===== config.mk =====
export PLATFORM = sky130hd
export DESIGN_NAME = ics_top
export DESIGN_NICKNAME = d
export VERILOG_FILES = /design/src/core/ics_pkg.sv /design/src/core/ics_edge_sync.sv /design/src/core/ics_top.sv
export VERILOG_INCLUDE_DIRS = /design/src /design/src/core
export SDC_FILE = /design/constraint.sdc
export NUM_CORES = 1
export LEC_CHECK = 0
export ABC_AREA = 1
export BUFFER_PORTS_ARGS = -buffer_cell sky130_fd_sc_hd__buf_2
export CAP_MARGIN = 20
export CORE_ASPECT_RATIO = 1.5
export CORE_MARGIN = 2
export CORE_UTILIZATION = 55
export DETAILED_ROUTE_END_ITERATION = 7
export PLACE_DENSITY_LB_ADDON = 0.08
export SYNTH_ARGS = -nofsm -noshare
export SYNTH_HDL_FRONTEND = slang
export SYNTH_HIERARCHICAL = 1
export SYNTH_SLANG_ARGS = --single-unit
export TNS_END_PERCENT = 50

===== constraint.sdc =====
create_clock -name i_core_clk -period 8.3 [get_ports i_core_clk]
set_clock_uncertainty 0.1 [all_clocks]
set_input_delay 1.66 -clock i_core_clk [delete_from_list [all_inputs] [get_ports i_core_clk]]
set_output_delay 1.66 -clock i_core_clk [all_outputs]
set_load 0.01 [all_outputs]

===== src/core/ics_defines.svh =====
`ifndef ICS_DEFINES_SVH
`define ICS_DEFINES_SVH

// Register offsets on the local port
`define ICS_OFS_CTRL2       8'h00
`define ICS_OFS_EN1         8'h02
`define ICS_OFS_PRIO24      8'h04
`define ICS_OFS_STATUS      8'h06
`define ICS_OFS_MASK        8'h08

// Control register two fields
`define ICS_ALT_BIT         15
`define ICS_TDIS_BIT        14
`define ICS_EP2_BIT         2
`define ICS_EP1_BIT         1
`define ICS_EP0_BIT         0

// Enable register one fields
`define ICS_EXT2_EN_BIT     13
`define ICS_EXT1_EN_BIT     4
`define ICS_CN_EN_BIT       3
`define ICS_AC1_EN_BIT      2
`define ICS_MI2C_EN_BIT     1
`define ICS_SI2C_EN_BIT     0
`define ICS_EN1_WMASK       16'h201f

// Priority register fields
`define ICS_PWM4_LSB        4
`define ICS_PWM3_LSB        0
`define ICS_PRIO24_WMASK    16'h0077

// Reset values
`define ICS_CTRL2_RST       16'h0000
`define ICS_EN1_RST         16'h0000
`define ICS_PRIO24_RST      16'h0044
`define ICS_STATUS_RST      9'h000
`define ICS_MASK_RST        9'h000

// Sources whose priority field lives outside this slice
`define ICS_FIXED_PRIO      3'h4

`endif


===== src/core/ics_pkg.sv =====
package ics_pkg;

    localparam int ICS_NSRC = 9;

    typedef enum logic [3:0] {
        ICS_SRC_SI2C = 4'h0,
        ICS_SRC_MI2C = 4'h1,
        ICS_SRC_AC1  = 4'h2,
        ICS_SRC_CN   = 4'h3,
        ICS_SRC_EXT1 = 4'h4,
        ICS_SRC_EXT2 = 4'h5,
        ICS_SRC_EXT0 = 4'h6,
        ICS_SRC_PWM3 = 4'h7,
        ICS_SRC_PWM4 = 4'h8
    } ics_src_t;

    typedef struct packed {
        logic       valid;
        logic [2:0] level;
        ics_src_t   id;
        logic       alt_table;
    } ics_core_req_t;

    typedef struct packed {
        logic       cn;
        logic       ac1;
        logic       mi2c;
        logic       si2c;
        logic       pwm3;
        logic       pwm4;
    } ics_periph_evt_t;

endpackage


===== src/core/ics_edge_sync.sv =====
`timescale 1ns/10ps
module ics_edge_sync (
    input  wire logic i_core_clk,
    input  wire logic i_reset_n,
    input  wire logic i_pin,
    input  wire logic i_neg_edge,
    output logic      o_level,
    output logic      o_event
);
    logic [2:0] sync_r;
    logic       level_r;
    logic       event_r;

    always_ff @(posedge i_core_clk or negedge i_reset_n) begin
        if (!i_reset_n) begin
            sync_r <= 3'h0;
        end else begin
            sync_r <= {sync_r[1:0], i_pin};
        end
    end

    // Level only moves once the two later stages agree
    always_ff @(posedge i_core_clk or negedge i_reset_n) begin
        if (!i_reset_n) begin
            level_r <= 1'b0;
            event_r <= 1'b0;
        end else begin
            event_r <= 1'b0;
            if (sync_r[2] == sync_r[1] && sync_r[2] != level_r) begin
                level_r <= sync_r[2];
                event_r <= (sync_r[2] != i_neg_edge);
            end
        end
    end

    assign o_level = level_r;
    assign o_event = event_r;
endmodule


===== src/core/ics_top.sv =====
// Behaviour
// - Alternate-table bit 15 set selects alternate vectors, clear selects standard.
// - Bit 14 reads 1 while a timed interrupt-disable is active.
// - Per external pin polarity bit: 1 negative edge, 0 positive edge.
// - Unimplemented bits ignore writes and read as zero.
// - External interrupt 2 enable is enable register bit 13.
// - External interrupt 1 enable is enable register bit 4.
// - Change notification enable is enable register bit 3.
// - Comparator 1 enable is enable register bit 2.
// - I2C master enable bit 1, I2C slave enable bit 0.
// - Priority 1 to 7 direct, 7 highest, 0 disables source.
// - PWM 4 priority in bits 6..4, resets to 4.
// - PWM 3 priority in bits 2..0, resets to 4.
//
// Our own choices: the strobed register port and the register offsets.
`timescale 1ns/10ps
`include "ics_defines.svh"
module ics_top (
    input  wire logic                     i_core_clk,
    input  wire logic                     i_reset_n,
    input  wire logic [7:0]               i_addr,
    input  wire logic [15:0]              i_wdata,
    input  wire logic                     i_wr,
    input  wire logic                     i_rd,
    output logic [15:0]                   o_rdata,
    input  wire logic [2:0]               i_ext_irq,
    input  wire ics_pkg::ics_periph_evt_t i_periph_evt,
    input  wire logic                     i_timed_disable,
    input  wire logic                     i_ack,
    input  wire ics_pkg::ics_src_t        i_ack_id,
    output ics_pkg::ics_core_req_t        o_core_req,
    output logic                          o_irq
);
    import ics_pkg::*;

    logic                alt_r;
    logic [2:0]          ep_r;
    logic [15:0]         en1_r;
    logic [15:0]         prio24_r;
    logic [ICS_NSRC-1:0] flags_r;
    logic [ICS_NSRC-1:0] status_r;
    logic [ICS_NSRC-1:0] mask_r;
    logic [15:0]         rdata_r;
    ics_core_req_t       req_r;
    logic                irq_r;
    logic [ICS_NSRC-1:0] qual_d_r;

    logic [2:0]          ext_evt;
    logic [2:0]          ext_lvl;
    logic [ICS_NSRC-1:0] evt;
    logic [ICS_NSRC-1:0] src_en;
    logic [ICS_NSRC-1:0] qual;
    logic [2:0]          lvl [ICS_NSRC];
    ics_core_req_t       req_nxt;
    logic [15:0]         rdata_nxt;
    logic                wr_ctrl2;
    logic                wr_en1;
    logic                wr_prio24;
    logic                wr_mask;
    logic                rd_status;

    function automatic logic hit(input logic [7:0] a, input logic [7:0] ofs);
        hit = (a == ofs);
    endfunction

    assign wr_ctrl2  = i_wr && hit(i_addr, `ICS_OFS_CTRL2);
    assign wr_en1    = i_wr && hit(i_addr, `ICS_OFS_EN1);
    assign wr_prio24 = i_wr && hit(i_addr, `ICS_OFS_PRIO24);
    assign wr_mask   = i_wr && hit(i_addr, `ICS_OFS_MASK);
    assign rd_status = i_rd && hit(i_addr, `ICS_OFS_STATUS);

    genvar g;
    generate
        for (g = 0; g < 3; g++) begin : g_ext
            ics_edge_sync u_sync (
                .i_core_clk (i_core_clk),
                .i_reset_n  (i_reset_n),
                .i_pin      (i_ext_irq[g]),
                .i_neg_edge (ep_r[g]),
                .o_level    (ext_lvl[g]),
                .o_event    (ext_evt[g])
            );
        end
    endgenerate

    always_comb begin
        evt               = '0;
        evt[ICS_SRC_SI2C] = i_periph_evt.si2c;
        evt[ICS_SRC_MI2C] = i_periph_evt.mi2c;
        evt[ICS_SRC_AC1]  = i_periph_evt.ac1;
        evt[ICS_SRC_CN]   = i_periph_evt.cn;
        evt[ICS_SRC_EXT1] = ext_evt[1];
        evt[ICS_SRC_EXT2] = ext_evt[2];
        evt[ICS_SRC_EXT0] = ext_evt[0];
        evt[ICS_SRC_PWM3] = i_periph_evt.pwm3;
        evt[ICS_SRC_PWM4] = i_periph_evt.pwm4;
    end

    // Enables of ext0 and PWM live outside this slice, so treat them as set
    always_comb begin
        src_en               = '1;
        src_en[ICS_SRC_SI2C] = en1_r[`ICS_SI2C_EN_BIT];
        src_en[ICS_SRC_MI2C] = en1_r[`ICS_MI2C_EN_BIT];
        src_en[ICS_SRC_AC1]  = en1_r[`ICS_AC1_EN_BIT];
        src_en[ICS_SRC_CN]   = en1_r[`ICS_CN_EN_BIT];
        src_en[ICS_SRC_EXT1] = en1_r[`ICS_EXT1_EN_BIT];
        src_en[ICS_SRC_EXT2] = en1_r[`ICS_EXT2_EN_BIT];
    end

    always_comb begin
        for (int i = 0; i < ICS_NSRC; i++) begin
            lvl[i] = `ICS_FIXED_PRIO;
        end
        lvl[ICS_SRC_PWM4] = prio24_r[`ICS_PWM4_LSB +: 3];
        lvl[ICS_SRC_PWM3] = prio24_r[`ICS_PWM3_LSB +: 3];
    end

    always_comb begin
        for (int i = 0; i < ICS_NSRC; i++) begin
            qual[i] = flags_r[i] && src_en[i] && (lvl[i] != 3'h0);
        end
    end

    // highest level wins, lower id on a tie
    always_comb begin
        req_nxt           = '0;
        req_nxt.alt_table = alt_r;
        for (int i = 0; i < ICS_NSRC; i++) begin
            if (qual[i] && (!req_nxt.valid || lvl[i] > req_nxt.level)) begin
                req_nxt.valid = 1'b1;
                req_nxt.level = lvl[i];
                req_nxt.id    = ics_src_t'(i[3:0]);
            end
        end
    end

    always_ff @(posedge i_core_clk or negedge i_reset_n) begin
        if (!i_reset_n) begin
            alt_r <= 1'(`ICS_CTRL2_RST >> `ICS_ALT_BIT);
            ep_r  <= 3'(`ICS_CTRL2_RST & 16'h0007);
        end else if (wr_ctrl2) begin
            alt_r <= i_wdata[`ICS_ALT_BIT];
            ep_r  <= i_wdata[`ICS_EP2_BIT:`ICS_EP0_BIT];
        end
    end

    // write masks keep reserved bits zero
    always_ff @(posedge i_core_clk or negedge i_reset_n) begin
        if (!i_reset_n) begin
            en1_r <= `ICS_EN1_RST;
        end else if (wr_en1) begin
            en1_r <= i_wdata & `ICS_EN1_WMASK;
        end
    end

    always_ff @(posedge i_core_clk or negedge i_reset_n) begin
        if (!i_reset_n) begin
            prio24_r <= `ICS_PRIO24_RST;
        end else if (wr_prio24) begin
            prio24_r <= i_wdata & `ICS_PRIO24_WMASK;
        end
    end

    // Pending flags: the core's acknowledge clears, a fresh event wins
    always_ff @(posedge i_core_clk or negedge i_reset_n) begin
        if (!i_reset_n) begin
            flags_r <= '0;
        end else begin
            for (int i = 0; i < ICS_NSRC; i++) begin
                if (evt[i]) begin
                    flags_r[i] <= 1'b1;
                end else if (i_ack && i_ack_id == ics_src_t'(i[3:0])) begin
                    flags_r[i] <= 1'b0;
                end
            end
        end
    end

    // Sticky status, cleared by reading it; a same-cycle event survives
    always_ff @(posedge i_core_clk or negedge i_reset_n) begin
        if (!i_reset_n) begin
            status_r <= `ICS_STATUS_RST;
        end else begin
            status_r <= (rd_status ? '0 : status_r) | evt;
        end
    end

    always_ff @(posedge i_core_clk or negedge i_reset_n) begin
        if (!i_reset_n) begin
            mask_r <= `ICS_MASK_RST;
        end else if (wr_mask) begin
            mask_r <= i_wdata[ICS_NSRC-1:0];
        end
    end

    always_ff @(posedge i_core_clk or negedge i_reset_n) begin
        if (!i_reset_n) begin
            irq_r <= 1'b0;
        end else begin
            irq_r <= |(status_r & mask_r);
        end
    end

    always_comb begin
        rdata_nxt = 16'h0000;
        if (i_rd) begin
            case (i_addr)
                `ICS_OFS_CTRL2: begin
                    rdata_nxt[`ICS_ALT_BIT]                = alt_r;
                    rdata_nxt[`ICS_TDIS_BIT]               = i_timed_disable;
                    rdata_nxt[`ICS_EP2_BIT:`ICS_EP0_BIT]   = ep_r;
                end
                `ICS_OFS_EN1: begin
                    rdata_nxt = en1_r;
                end
                `ICS_OFS_PRIO24: begin
                    rdata_nxt = prio24_r;
                end
                `ICS_OFS_STATUS: begin
                    rdata_nxt[ICS_NSRC-1:0] = status_r;
                end
                `ICS_OFS_MASK: begin
                    rdata_nxt[ICS_NSRC-1:0] = mask_r;
                end
                default: begin
                    rdata_nxt = 16'h0000;
                end
            endcase
        end
    end

    // Data only in the cycle after the strobe, zero otherwise
    always_ff @(posedge i_core_clk or negedge i_reset_n) begin
        if (!i_reset_n) begin
            rdata_r <= 16'h0000;
        end else begin
            rdata_r <= rdata_nxt;
        end
    end

    // Registered request; one cycle behind flags and enables
    always_ff @(posedge i_core_clk or negedge i_reset_n) begin
        if (!i_reset_n) begin
            req_r <= '0;
        end else begin
            req_r <= req_nxt;
        end
    end

    always_ff @(posedge i_core_clk or negedge i_reset_n) begin
        if (!i_reset_n) begin
            qual_d_r <= '0;
        end else begin
            qual_d_r <= qual;
        end
    end

    assign o_rdata    = rdata_r;
    assign o_core_req = req_r;
    assign o_irq      = irq_r;

    alt_vec_follow_a: assert property (
        @(posedge i_core_clk) disable iff (!i_reset_n)
        wr_ctrl2 |=> ##1 (o_core_req.alt_table == $past(i_wdata[`ICS_ALT_BIT], 2)))
        else $error("alternate table select not followed");

    tdis_read_a: assert property (
        @(posedge i_core_clk) disable iff (!i_reset_n)
        (i_rd && hit(i_addr, `ICS_OFS_CTRL2))
            |=> (o_rdata[`ICS_TDIS_BIT] == $past(i_timed_disable)))
        else $error("timed disable status wrong");

    edge_dir_a: assert property (
        @(posedge i_core_clk) disable iff (!i_reset_n)
        ext_evt[0] |-> (ext_lvl[0] == !$past(ep_r[0])))
        else $error("external edge of wrong polarity");

    ext_flag_set_a: assert property (
        @(posedge i_core_clk) disable iff (!i_reset_n)
        ext_evt[2] |=> (flags_r[ICS_SRC_EXT2] && status_r[ICS_SRC_EXT2]))
        else $error("external edge did not raise flag");

    en1_reserved_a: assert property (
        @(posedge i_core_clk) disable iff (!i_reset_n)
        (i_rd && hit(i_addr, `ICS_OFS_EN1))
            |=> ((o_rdata & ~`ICS_EN1_WMASK) == 16'h0000))
        else $error("reserved enable bits read nonzero");

    ext2_gate_a: assert property (
        @(posedge i_core_clk) disable iff (!i_reset_n)
        (o_core_req.valid && o_core_req.id == ICS_SRC_EXT2)
            |-> $past(en1_r[`ICS_EXT2_EN_BIT]))
        else $error("ext2 presented while disabled");

    i2c_gate_a: assert property (
        @(posedge i_core_clk) disable iff (!i_reset_n)
        (o_core_req.valid && o_core_req.id == ICS_SRC_MI2C)
            |-> $past(en1_r[`ICS_MI2C_EN_BIT]))
        else $error("i2c master presented while disabled");

    prio_zero_a: assert property (
        @(posedge i_core_clk) disable iff (!i_reset_n)
        (o_core_req.valid && o_core_req.id == ICS_SRC_PWM3)
            |-> ($past(prio24_r[2:0]) != 3'h0))
        else $error("zero priority source presented");

    pwm4_level_a: assert property (
        @(posedge i_core_clk) disable iff (!i_reset_n)
        (o_core_req.valid && o_core_req.id == ICS_SRC_PWM4)
            |-> (o_core_req.level == $past(prio24_r[6:4])))
        else $error("pwm4 level mismatch");

    pwm3_write_a: assert property (
        @(posedge i_core_clk) disable iff (!i_reset_n)
        wr_prio24 |=> ##1 (!o_core_req.valid || o_core_req.id != ICS_SRC_PWM3
            || o_core_req.level == $past(i_wdata[2:0], 2)))
        else $error("pwm3 priority write not applied");

    req_valid_a: assert property (
        @(posedge i_core_clk) disable iff (!i_reset_n)
        o_core_req.valid == (qual_d_r != '0))
        else $error("request valid disagrees with pending sources");

    // Presented id must have been a qualified source
    req_qual_a: assert property (
        @(posedge i_core_clk) disable iff (!i_reset_n)
        o_core_req.valid |-> qual_d_r[o_core_req.id])
        else $error("presented source was not pending and enabled");

endmodule


==> qor.txt, run 1 <==
status = completed
post-DP HPWL = 6.06 mm
Max Transition Viols Final = 0
Gate Count Post-Synth = 413
total CTS buffers = 9
CTS resizes = 0
CTS tree = yes
multi-input combinational cell area = 1310 µm²
Worst Path Buf+Inv = 2
critical path launch point type = flip-flop
WL final = 8.19 mm
P_leak = 2.31 nW
clock slew at reported path FFs = 80 ps
core area = 6440 µm²
Pint = 0.677 mW
Worst Reg-to-Reg Cells = 17
CTS HTree Levels = 3
hold path cells = 0
Clock Latency Late Sink = 360 ps
layout cells sized above 1 = 24.4%
Register Area = 2000 µm²
GRT overflow = 0
CP Max Fanout = 7
final setup TNS = 0 ps
Area Overhead vs Synth = 17.4%
die height = 104 µm
most frequent cells in the layout = nand2_1, dfrtp_1, inv_1
peak supply drop = 137 µV
Seq/Total Area, Yosys = 55.0%
clk buf depth = 2
initial antenna violation count = 0
# port buffers = 59
DRC viols = 0
Top delay family on crit path = compound AO/OA/AOI/OAI gates
Initial Util = 56.6%
Rows = 36
most common cell after layout, fill and taps aside = nand2_1
final core utilization = 66.4%
CTS sink cnt = 80
slowest CP cell = dfrtp_1
ANT cells = 0
post-layout min period = 3120 ps
Hold Path Class = flip-flop to flip-flop
mapped cell area = 3650 µm²
Max Cap Viol = 0
GRT Overall Usage = 24.3%
Ys Warns = 6
postcts setup bufs = 0
Crit Path Class = flip-flop to flip-flop
hold_buf cts = 0
DRT antenna net count = 0
sequential share of power = 47.9%
Final period util = 37.6%
IO Count = 69
WL/cell = 14.6 µm
Fmax = 320 MHz
crit path cell chain = nand2_2 > nand2_2 > nor2_4 > nand4_4 > inv_1 > ha_1 > o21ai_0 > o21ai_0 > nand2_1 > inv_1 > ha_1 > a21o_1 > o21ai_0 > o21ai_2 > nand2_2 > nand2_1 > nand2_1
Die Wd = 70.5 µm
RSZ-0062 raised after global routing = false
Final #Nets = 526
Critical Path RT = 8490 ps
flops & latches, synth = 80
first-pass GRT wire length = 13.5 mm
PwrDens = 206 nW/µm²
Pre-Repair DR Iteration Count = 4
final setup fails = 0
power share of the clock group = 42.8%
mean area per synthesized cell = 8.83 µm²
crit path capture type = flip-flop
Iter 0 DRT Violations = 103
vias in the first global route = 2,886
Combinational Power Share = 9.2%
largest net degree at the start of global routing = 81
vias per cell = 5.17
Switching Share = 23.4%
Hold Vio Cnt, Final = 0
CP Depth = 17
Largest stage delay, worst path = 420 ps
Distinct cells, synth = 32
Arr. time, crit path = 3320 ps
clk root buf = clkbuf_8
full die area = 7310 µm²
Placer Congestion = 0.890
Net Switching = 0.207 mW
Filler Cells Inserted = 578
vias = 2,895
[metrics by stage]
| step | cells | hold WS (ps) | worst slack, ps | power, mW | cell area, µm² |
|---|---|---|---|---|---|
| after global placement | 543 | 236 | 5200 | 0.508 | 3980 |
| final | 560 | 252 | 5180 | 0.883 | 4280 |
| after floorplan | 416 | 231 | 5600 | 0.476 | 3660 |
| after detailed placement | 543 | 239 | 5180 | 0.512 | 3980 |
| after global routing | 560 | 260 | 4870 | 0.918 | 4280 |
| after CTS | 559 | 258 | 5170 | 0.890 | 4250 |
[worst reg2reg max path, stage by stage (launching register included)]
cell	delay, ps
dfrtp_1	420
nand2_2	110
nand2_2	70
nor2_4	150
nand4_4	130
inv_1	120
ha_1	240
o21ai_0	260
o21ai_0	160
nand2_1	120
inv_1	50
ha_1	300
a21o_1	180
o21ai_0	210
o21ai_2	130
nand2_2	160
nand2_1	90
nand2_1	70
[registers in the layout, summed over array words and instances (netlist names)]
signal and cells:
alt_r 1, en1_r 6, ep_r 3, flags_r 9, g_ext.u_sync/o_event 3, g_ext.u_sync/o_level 3
g_ext.u_sync/sync_r 9, mask_r 9, o_core_req 9, o_irq 1, o_rdata 12, prio24_r 6
status_r 9
[worst paths after layout]
| kind | startpoint | endpoint | slack, ps |
|---|---|---|---|
| setup / recovery | en1_r[0] | o_core_req[7] | 5180 |
| hold / removal | g_ext[1].u_sync/sync_r[0] | g_ext[1].u_sync/sync_r[1] | 250 |
| setup reg to reg | en1_r[0] | o_core_req[7] | 5180 |
| hold reg to reg | g_ext[1].u_sync/sync_r[0] | g_ext[1].u_sync/sync_r[1] | 250 |
| max in group asynchronous | i_reset_n | prio24_r[6] | 6340 |
| min in group asynchronous | i_reset_n | o_rdata[13] | 1120 |
[cell families after synthesis]
group | Yosys count | synth area share [%]
compound gates | 69 | 11.7
fa+ha+maj | 4 | 1.37
buf+inv | 82 | 9.47
flops | 80 | 55.0
other cells | 1 | 0.103
simple gates | 177 | 22.3
[cells in the mapped netlist (all sizes together)]
| master | count | share of area, % |
|---|---|---|
| nand2 | 109 | 12 |
| dfrtp | 78 | 54 |
| inv | 73 | 7.5 |
| o21ai | 53 | 8.6 |
| nand3 | 32 | 4.7 |
| nor2 | 26 | 3.6 |
| a21oi | 8 | 1.4 |
| buf | 8 | 1.9 |
| nor3 | 7 | 1.2 |
| ha | 4 | 1.4 |
| a221oi | 2 | 0.48 |
| dfstp | 2 | 1.4 |
| nand4 | 2 | 0.76 |
| o211ai | 2 | 0.41 |
| a21o | 1 | 0.21 |
| a22o | 1 | 0.24 |
| clkinv | 1 | 0.10 |
| conb | 1 | 0.10 |
| nor3b | 1 | 0.21 |
| o22ai | 1 | 0.17 |
| o31ai | 1 | 0.21 |
[power groups by stage]
stage	clock network, mW	logic (mW)	registers (mW)
after floorplan	0	0.0465	0.429
after global placement	0	0.0780	0.430
after detailed placement	0	0.0804	0.431
after CTS	0.386	0.0808	0.423
after global routing	0.400	0.0928	0.426
final	0.379	0.0815	0.423
[final cells by class]
| class | count | share of cell area, % |
|---|---|---|
| repair buffers | 60 | 7.60 |
| well taps | 76 | 2.22 |
| multi-input cells | 254 | 30.6 |
| clock buffers | 11 | 3.30 |
| inverters | 74 | 6.49 |
| flip-flops and latches | 80 | 46.8 |
| clock inverters | 5 | 2.98 |
[layer usage]
layer | wire, µm | up-vias | GRT usage (%)
li1 | - | 1424 | -
met5 | 0 | - | 0
met4 | 242 | 0 | 11.4
met3 | 405 | 18 | 5.74
met1 | 3220 | 1370 | 28.4
met2 | 4320 | 83 | 41.3
No activity file was read; power rests on OpenSTA's default activity.
==> inputs of run 2 (changes only) <==
==> constraint.sdc (replaced) <==
create_clock -name i_core_clk -period 3.2 [get_ports i_core_clk]
set_clock_uncertainty 0.1 [all_clocks]
set_input_delay 0.64 -clock i_core_clk [delete_from_list [all_inputs] [get_ports i_core_clk]]
set_output_delay 0.64 -clock i_core_clk [all_outputs]
set_load 0.01 [all_outputs]
==> run 2 against run 1 <==
Via count up 0.52%; register-to-register slack worse by 4900 ps; first-iteration DRC count up 37%; global-route usage down 0.92 points.
==> qor.txt, run 2 (synthesis results as in run 1) <==
Placer Congestion = 0.887 (-0.36%)
largest net degree at the start of global routing = 81 (unchanged)
highest metal used = met4
Filler Cells Inserted = 560 (-3.1%)
WL met2 = 4.08 mm (-5.7%)
met3 wire length = 365 µm (-9.9%)
Worst Reg-to-Reg Cells = 17 (unchanged)
worst slew pin tran = 983 ps
Max Transition Viols Final = 0 (unchanged)
reg-to-reg endpoint = o_core_req[7]
WL final = 7.86 mm (-4.1%)
CTS HTree Levels = 3 (unchanged)
Max Cap Viol = 0 (unchanged)
Rows = 36 (unchanged)
total CTS buffers = 9 (unchanged)
post-DP HPWL = 5.85 mm (-3.4%)
Worst setup startpoint = en1_r[0]
Final period util = 91.4% (+54 points)
CTS tree = yes
Crit Path Class = flip-flop to flip-flop
Iter 0 DRT Violations = 141 (+37%)
Clock Latency Late Sink = 380 ps (+20 ps)
PwrDens = 496 nW/µm² (+140%)
layout cells sized above 1 = 24.4% (+0.050 points)
ANT cells = 0 (unchanged)
Initial Util = 56.6% (unchanged)
Final Instance Area = 4190 µm² (-2.1%)
hold path cells = 0 (unchanged)
# port buffers = 59 (unchanged)
most common cell after layout, fill and taps aside = nand2_1
core area = 6440 µm² (unchanged)
IO Count = 69 (unchanged)
reg2reg start = en1_r[0]
clk root buf = clkbuf_8
Fmax = 342 MHz (+6.9%)
final setup TNS = 0 ps (unchanged)
WL/cell = 14.1 µm (-3.9%)
peak supply drop = 341 µV (+150%)
CTS sink cnt = 80 (unchanged)
hold_buf cts = 0 (unchanged)
Hold Vio Cnt, Final = 0 (unchanged)
first-pass GRT wire length = 13.0 mm (-4.1%)
vias per cell = 5.21 (+0.70%)
P_leak = 2.27 nW (-1.8%)
critical path launch point type = flip-flop
multi-input combinational cell area = 1310 µm² (unchanged)
Arr. time, crit path = 3130 ps (-190 ps)
Die Wd = 70.5 µm (unchanged)
hold path start = g_ext[1].u_sync/sync_r[0]
GRT Overall Usage = 23.3% (-0.92 points)
status = completed
Critical Path RT = 3410 ps (-5080 ps)
die height = 104 µm (unchanged)
DP Area = 3980 µm² (unchanged)
CP Max Fanout = 7 (unchanged)
max reg flops = 12 (unchanged)
vias in the first global route = 2,834 (-1.8%)
clk buf depth = 2 (unchanged)
initial antenna violation count = 0 (unchanged)
Pre-Repair DR Iteration Count = 5 (+1)
crit path capture type = flip-flop
wire length on met1 = 3.14 mm (-2.6%)
Area Overhead vs Synth = 14.9%
Final #Nets = 525 (-0.19%)
Hold Path Class = flip-flop to flip-flop
postcts setup bufs = 0 (unchanged)
DRC viols = 0 (unchanged)
DRT antenna net count = 0 (unchanged)
clock slew at reported path FFs = 80 ps (about the same)
vias = 2,910 (+0.52%)
final setup fails = 0 (unchanged)
full die area = 7310 µm² (unchanged)
most frequent cells in the layout = nand2_1, dfrtp_1, inv_1
RSZ-0062 raised after global routing = false
GRT overflow = 0 (unchanged)
setup slack, reg-to-reg = 280 ps (-4900 ps)
max_slew headroom = 34.4%
post-layout min period = 2920 ps (-201 ps)
Worst Hold Path EP = g_ext[1].u_sync/sync_r[1]
Register Area = 2000 µm² (unchanged)
## run 2: what timing repair did
item | CTS | global route
hold endpoints to repair | 0 | 0
endpoints found under the setup margin | 0 | 7
gates resized for setup | 0 | 1
## run 2: worst max path at each step
stage,endpoint,cells after the start
after floorplan,o_core_req[7],17
after global placement,o_core_req[7],17
after detailed placement,o_core_req[7],17
after CTS,o_core_req[7],17
after global routing,o_core_req[7],19
final,o_core_req[7],17
## run 2: cell type report
| class | instances | share of cell area, % |
|---|---|---|
| flip-flops and latches | 80 | 47.8 |
| multi-input cells | 254 | 31.2 |
| repair buffers | 59 | 7.11 |
| inverters | 74 | 6.63 |
| clock buffers | 11 | 3.61 |
| well taps | 76 | 2.27 |
| clock inverters | 5 | 1.31 |
## run 2: worst max-delay path: stages (launching register included)
cell     delay [ps]
dfrtp_1         430
nand2_2         110
nand2_2          70
nor2_4          150
nand4_4         120
inv_1           110
ha_1            240
o21ai_1         180
o21ai_0         110
nand2_1         100
inv_1            50
ha_1            300
a21o_1          180
o21ai_0         180
o21ai_2         120
nand2_2         150
nand2_1          70
nand2_1          80
## run 2: power breakdown
group | switching, mW | internal (mW) | leakage (nW) | total, mW
logic | 0.137 | 0.0697 | 1.23 | 0.206
clock network | 0.374 | 0.400 | 0.101 | 0.774
registers | 0.0337 | 1.06 | 0.945 | 1.10
## run 2: routing by layer
layer / vias up / GRT usage [%]
li1: 1429 / -
met1: 1387 / 26.7
met2: 73 / 39.3
met3: 21 / 6.03
met4: 0 / 12.6
met5: - / 0
## run 2: per-stage QoR
step / total power [mW] / util [%] / worst slack (ps) / hold slack, ps / cells
detailed placement: 1.33 / 61.8 / 210 / 240 / 543
global placement: 1.32 / 61.8 / 297 / 236 / 543
global route: 2.16 / 65.0 / 26.5 / 254 / 559
finish: 2.08 / 65.0 / 276 / 257 / 559
floorplan: 1.23 / - / 539 / 231 / 416
CTS: 2.09 / 65.0 / 183 / 263 / 559
==> inputs of run 3 (changes only) <==
--- a/config.mk
+++ b/config.mk
@@ -9,7 +9,7 @@
 export ABC_AREA = 1
 export BUFFER_PORTS_ARGS = -buffer_cell sky130_fd_sc_hd__buf_2
 export CAP_MARGIN = 20
-export CORE_ASPECT_RATIO = 1.5
+export CORE_ASPECT_RATIO = 0.7
 export CORE_MARGIN = 2
 export CORE_UTILIZATION = 55
 export DETAILED_ROUTE_END_ITERATION = 7
==> run 3 against run 2 <==
Non-clock buffer count unchanged; final cell count increased by 0.36%; power is 3.3% higher; final area is 0.60% higher; critical path depth unchanged.
==> qor.txt, run 3 (synthesis results as in run 1) <==
P_leak = 2.29 nW (+0.68%)
Iter 0 DRT Violations = 149 (+5.7%)
Die Wd = 101 µm (+44%)
Max Transition Viols Final = 0 (unchanged)
hold slack = 251 ps (-6.16 ps)
Placement Setup Slack = 276 ps (+66.5 ps)
first-pass GRT wire length = 13.0 mm (+0.69%)
Pre-Repair DR Iteration Count = 4 (-1)
RSZ-0062 raised after global routing = false
most frequent cells in the layout = nand2_1, dfrtp_1, inv_1
max_slew headroom = 34.8% (+0.36 points)
Final Instance Area = 4210 µm² (+0.60%)
Max Cap Viol = 0 (unchanged)
status = completed
CP Max Fanout = 7 (unchanged)
DP Area = 3990 µm² (about the same)
final setup fails = 0 (unchanged)
Rows = 24 (-33%)
peak supply drop = 273 µV (-20%)
vias per cell = 5.17 (-0.77%)
total CTS buffers = 9 (unchanged)
Clock Latency Late Sink = 350 ps (-30 ps)
largest net degree at the start of global routing = 81 (unchanged)
core area = 6310 µm² (-2.1%)
Final period util = 89.9% (-1.5 points)
Crit Path Class = flip-flop to flip-flop
Hold Path Class = flip-flop to flip-flop
most common cell after layout, fill and taps aside = nand2_1
Filler Cells Inserted = 525 (-6.3%)
full die area = 7310 µm² (about the same)
vias = 2,898 (-0.41%)
Initial Util = 57.8% (+1.2 points)
IO Count = 69 (unchanged)
reg-to-reg endpoint = o_core_req[3]
Hold Vio Cnt, Final = 0 (unchanged)
Placer Congestion = 0.938 (+5.7%)
# port buffers = 59 (unchanged)
ANT cells = 0 (unchanged)
worst setup margin = 323 ps (+46.5 ps)
Area Overhead vs Synth = 15.6%
hold path cells = 0 (unchanged)
worst slew pin tran = 978 ps (-5.36 ps)
Arr. time, crit path = 3070 ps (-60 ps)
CTS HTree Levels = 3 (unchanged)
DRT antenna net count = 0 (unchanged)
post-DP HPWL = 6.09 mm (+4.0%)
CTS tree = yes
hold path start = g_ext[0].u_sync/sync_r[0]
PwrDens = 509 nW/µm² (+2.7%)
Worst Reg-to-Reg Cells = 17 (unchanged)
clock slew at reported path FFs = 80 ps (about the same)
Critical Path RT = 3390 ps (-20 ps)
Fmax = 348 MHz (+1.6%)
GRT overflow = 0 (unchanged)
vias in the first global route = 2,713 (-4.3%)
max reg flops = 12 (unchanged)
final setup TNS = 0 ps (unchanged)
post-layout min period = 2880 ps (-46.5 ps)
CTS sink cnt = 80 (unchanged)
WL/cell = 14.5 µm (+3.1%)
WL final = 8.13 mm (+3.5%)
Worst Hold Path EP = g_ext[0].u_sync/sync_r[1]
die height = 72.1 µm (-30%)
reg2reg start = en1_r[0]
Final #Nets = 525 (unchanged)
initial antenna violation count = 0 (unchanged)
GRT Overall Usage = 23.9% (+0.61 points)
clk buf depth = 2 (unchanged)
layout cells sized above 1 = 24.4% (unchanged)
clk root buf = clkbuf_8
crit path capture type = flip-flop
setup slack, reg-to-reg = 320 ps (+50 ps)
DRC viols = 0 (unchanged)
critical path launch point type = flip-flop
run 3: how the worst max path moves through the flow:
stage | startpoint | to | slack, ps | cells after the start
5_1_grt | en1_r[2] | o_core_req[5] | 10 | 18
4_1_cts | en1_r[0] | o_core_req[5] | 240 | 17
6_report | en1_r[0] | o_core_req[3] | 320 | 17
3_3_place_gp | en1_r[0] | o_core_req[5] | 320 | 17
2_1_floorplan | en1_r[0] | o_core_req[7] | 540 | 17
3_5_place_dp | en1_r[2] | o_core_req[5] | 280 | 17
run 3: critical path: stages (launching register included):
cell and delay (ps):
dfrtp_1 420, nand2_2 100, nand2_2 70, nor2_4 150
nand4_4 110, inv_1 100, ha_1 240, o21ai_1 180
o21ai_0 120, nand2_1 100, inv_1 50, ha_1 300
a21o_1 180, o21ai_0 210, o21ai_2 120, nand2_2 140
nand2_1 70, inv_1 50
run 3: per-layer routing:
metal  share of wire [%]  vias to the layer above  track usage (%)  wire length (µm)
met5                   0                        -                0                 0
met3                 7.3                       11             5.97               596
li1                    -                     1421                -                 -
met1                  48                     1377             35.9              3930
met2                  43                       89             35.1              3510
met4                 1.2                        0             6.61                97
run 3: timing repair:
| action | 4_1_cts | 5_1_grt |
|---|---|---|
| endpoints found under the hold margin | 0 | 0 |
| resized for setup | 0 | 1 |
| buffers inserted | 0 | 0 |
| hold buffers | 0 | 0 |
| setup endpoints to repair | 0 | 7 |
run 3: power breakdown:
part / switching, mW / total [mW] / internal, mW
clock: 0.375 / 0.839 / 0.465
combinational: 0.139 / 0.209 / 0.0697
sequential: 0.0348 / 1.10 / 1.06
run 3: area by class of cell:
| cell class | count | area, µm² | share of cell area (%) |
|---|---|---|---|
| multi-input cells | 254 | 1310 | 31.0 |
| repair buffers | 59 | 298 | 7.07 |
| inverters | 74 | 278 | 6.59 |
| clock inverters | 6 | 91.3 | 2.17 |
| flip-flops and latches | 80 | 2000 | 47.6 |
| clock buffers | 10 | 138 | 3.27 |
| well taps | 78 | 97.6 | 2.32 |
run 3: stage by stage:
step / power (mW) / utilization [%] / instances
after floorplan: 1.23 / - / 416
after global placement: 1.32 / 63.2 / 545
after detailed placement: 1.33 / 63.2 / 545
after CTS: 2.16 / 66.8 / 561
after global routing: 2.25 / 66.8 / 561
final: 2.15 / 66.8 / 561
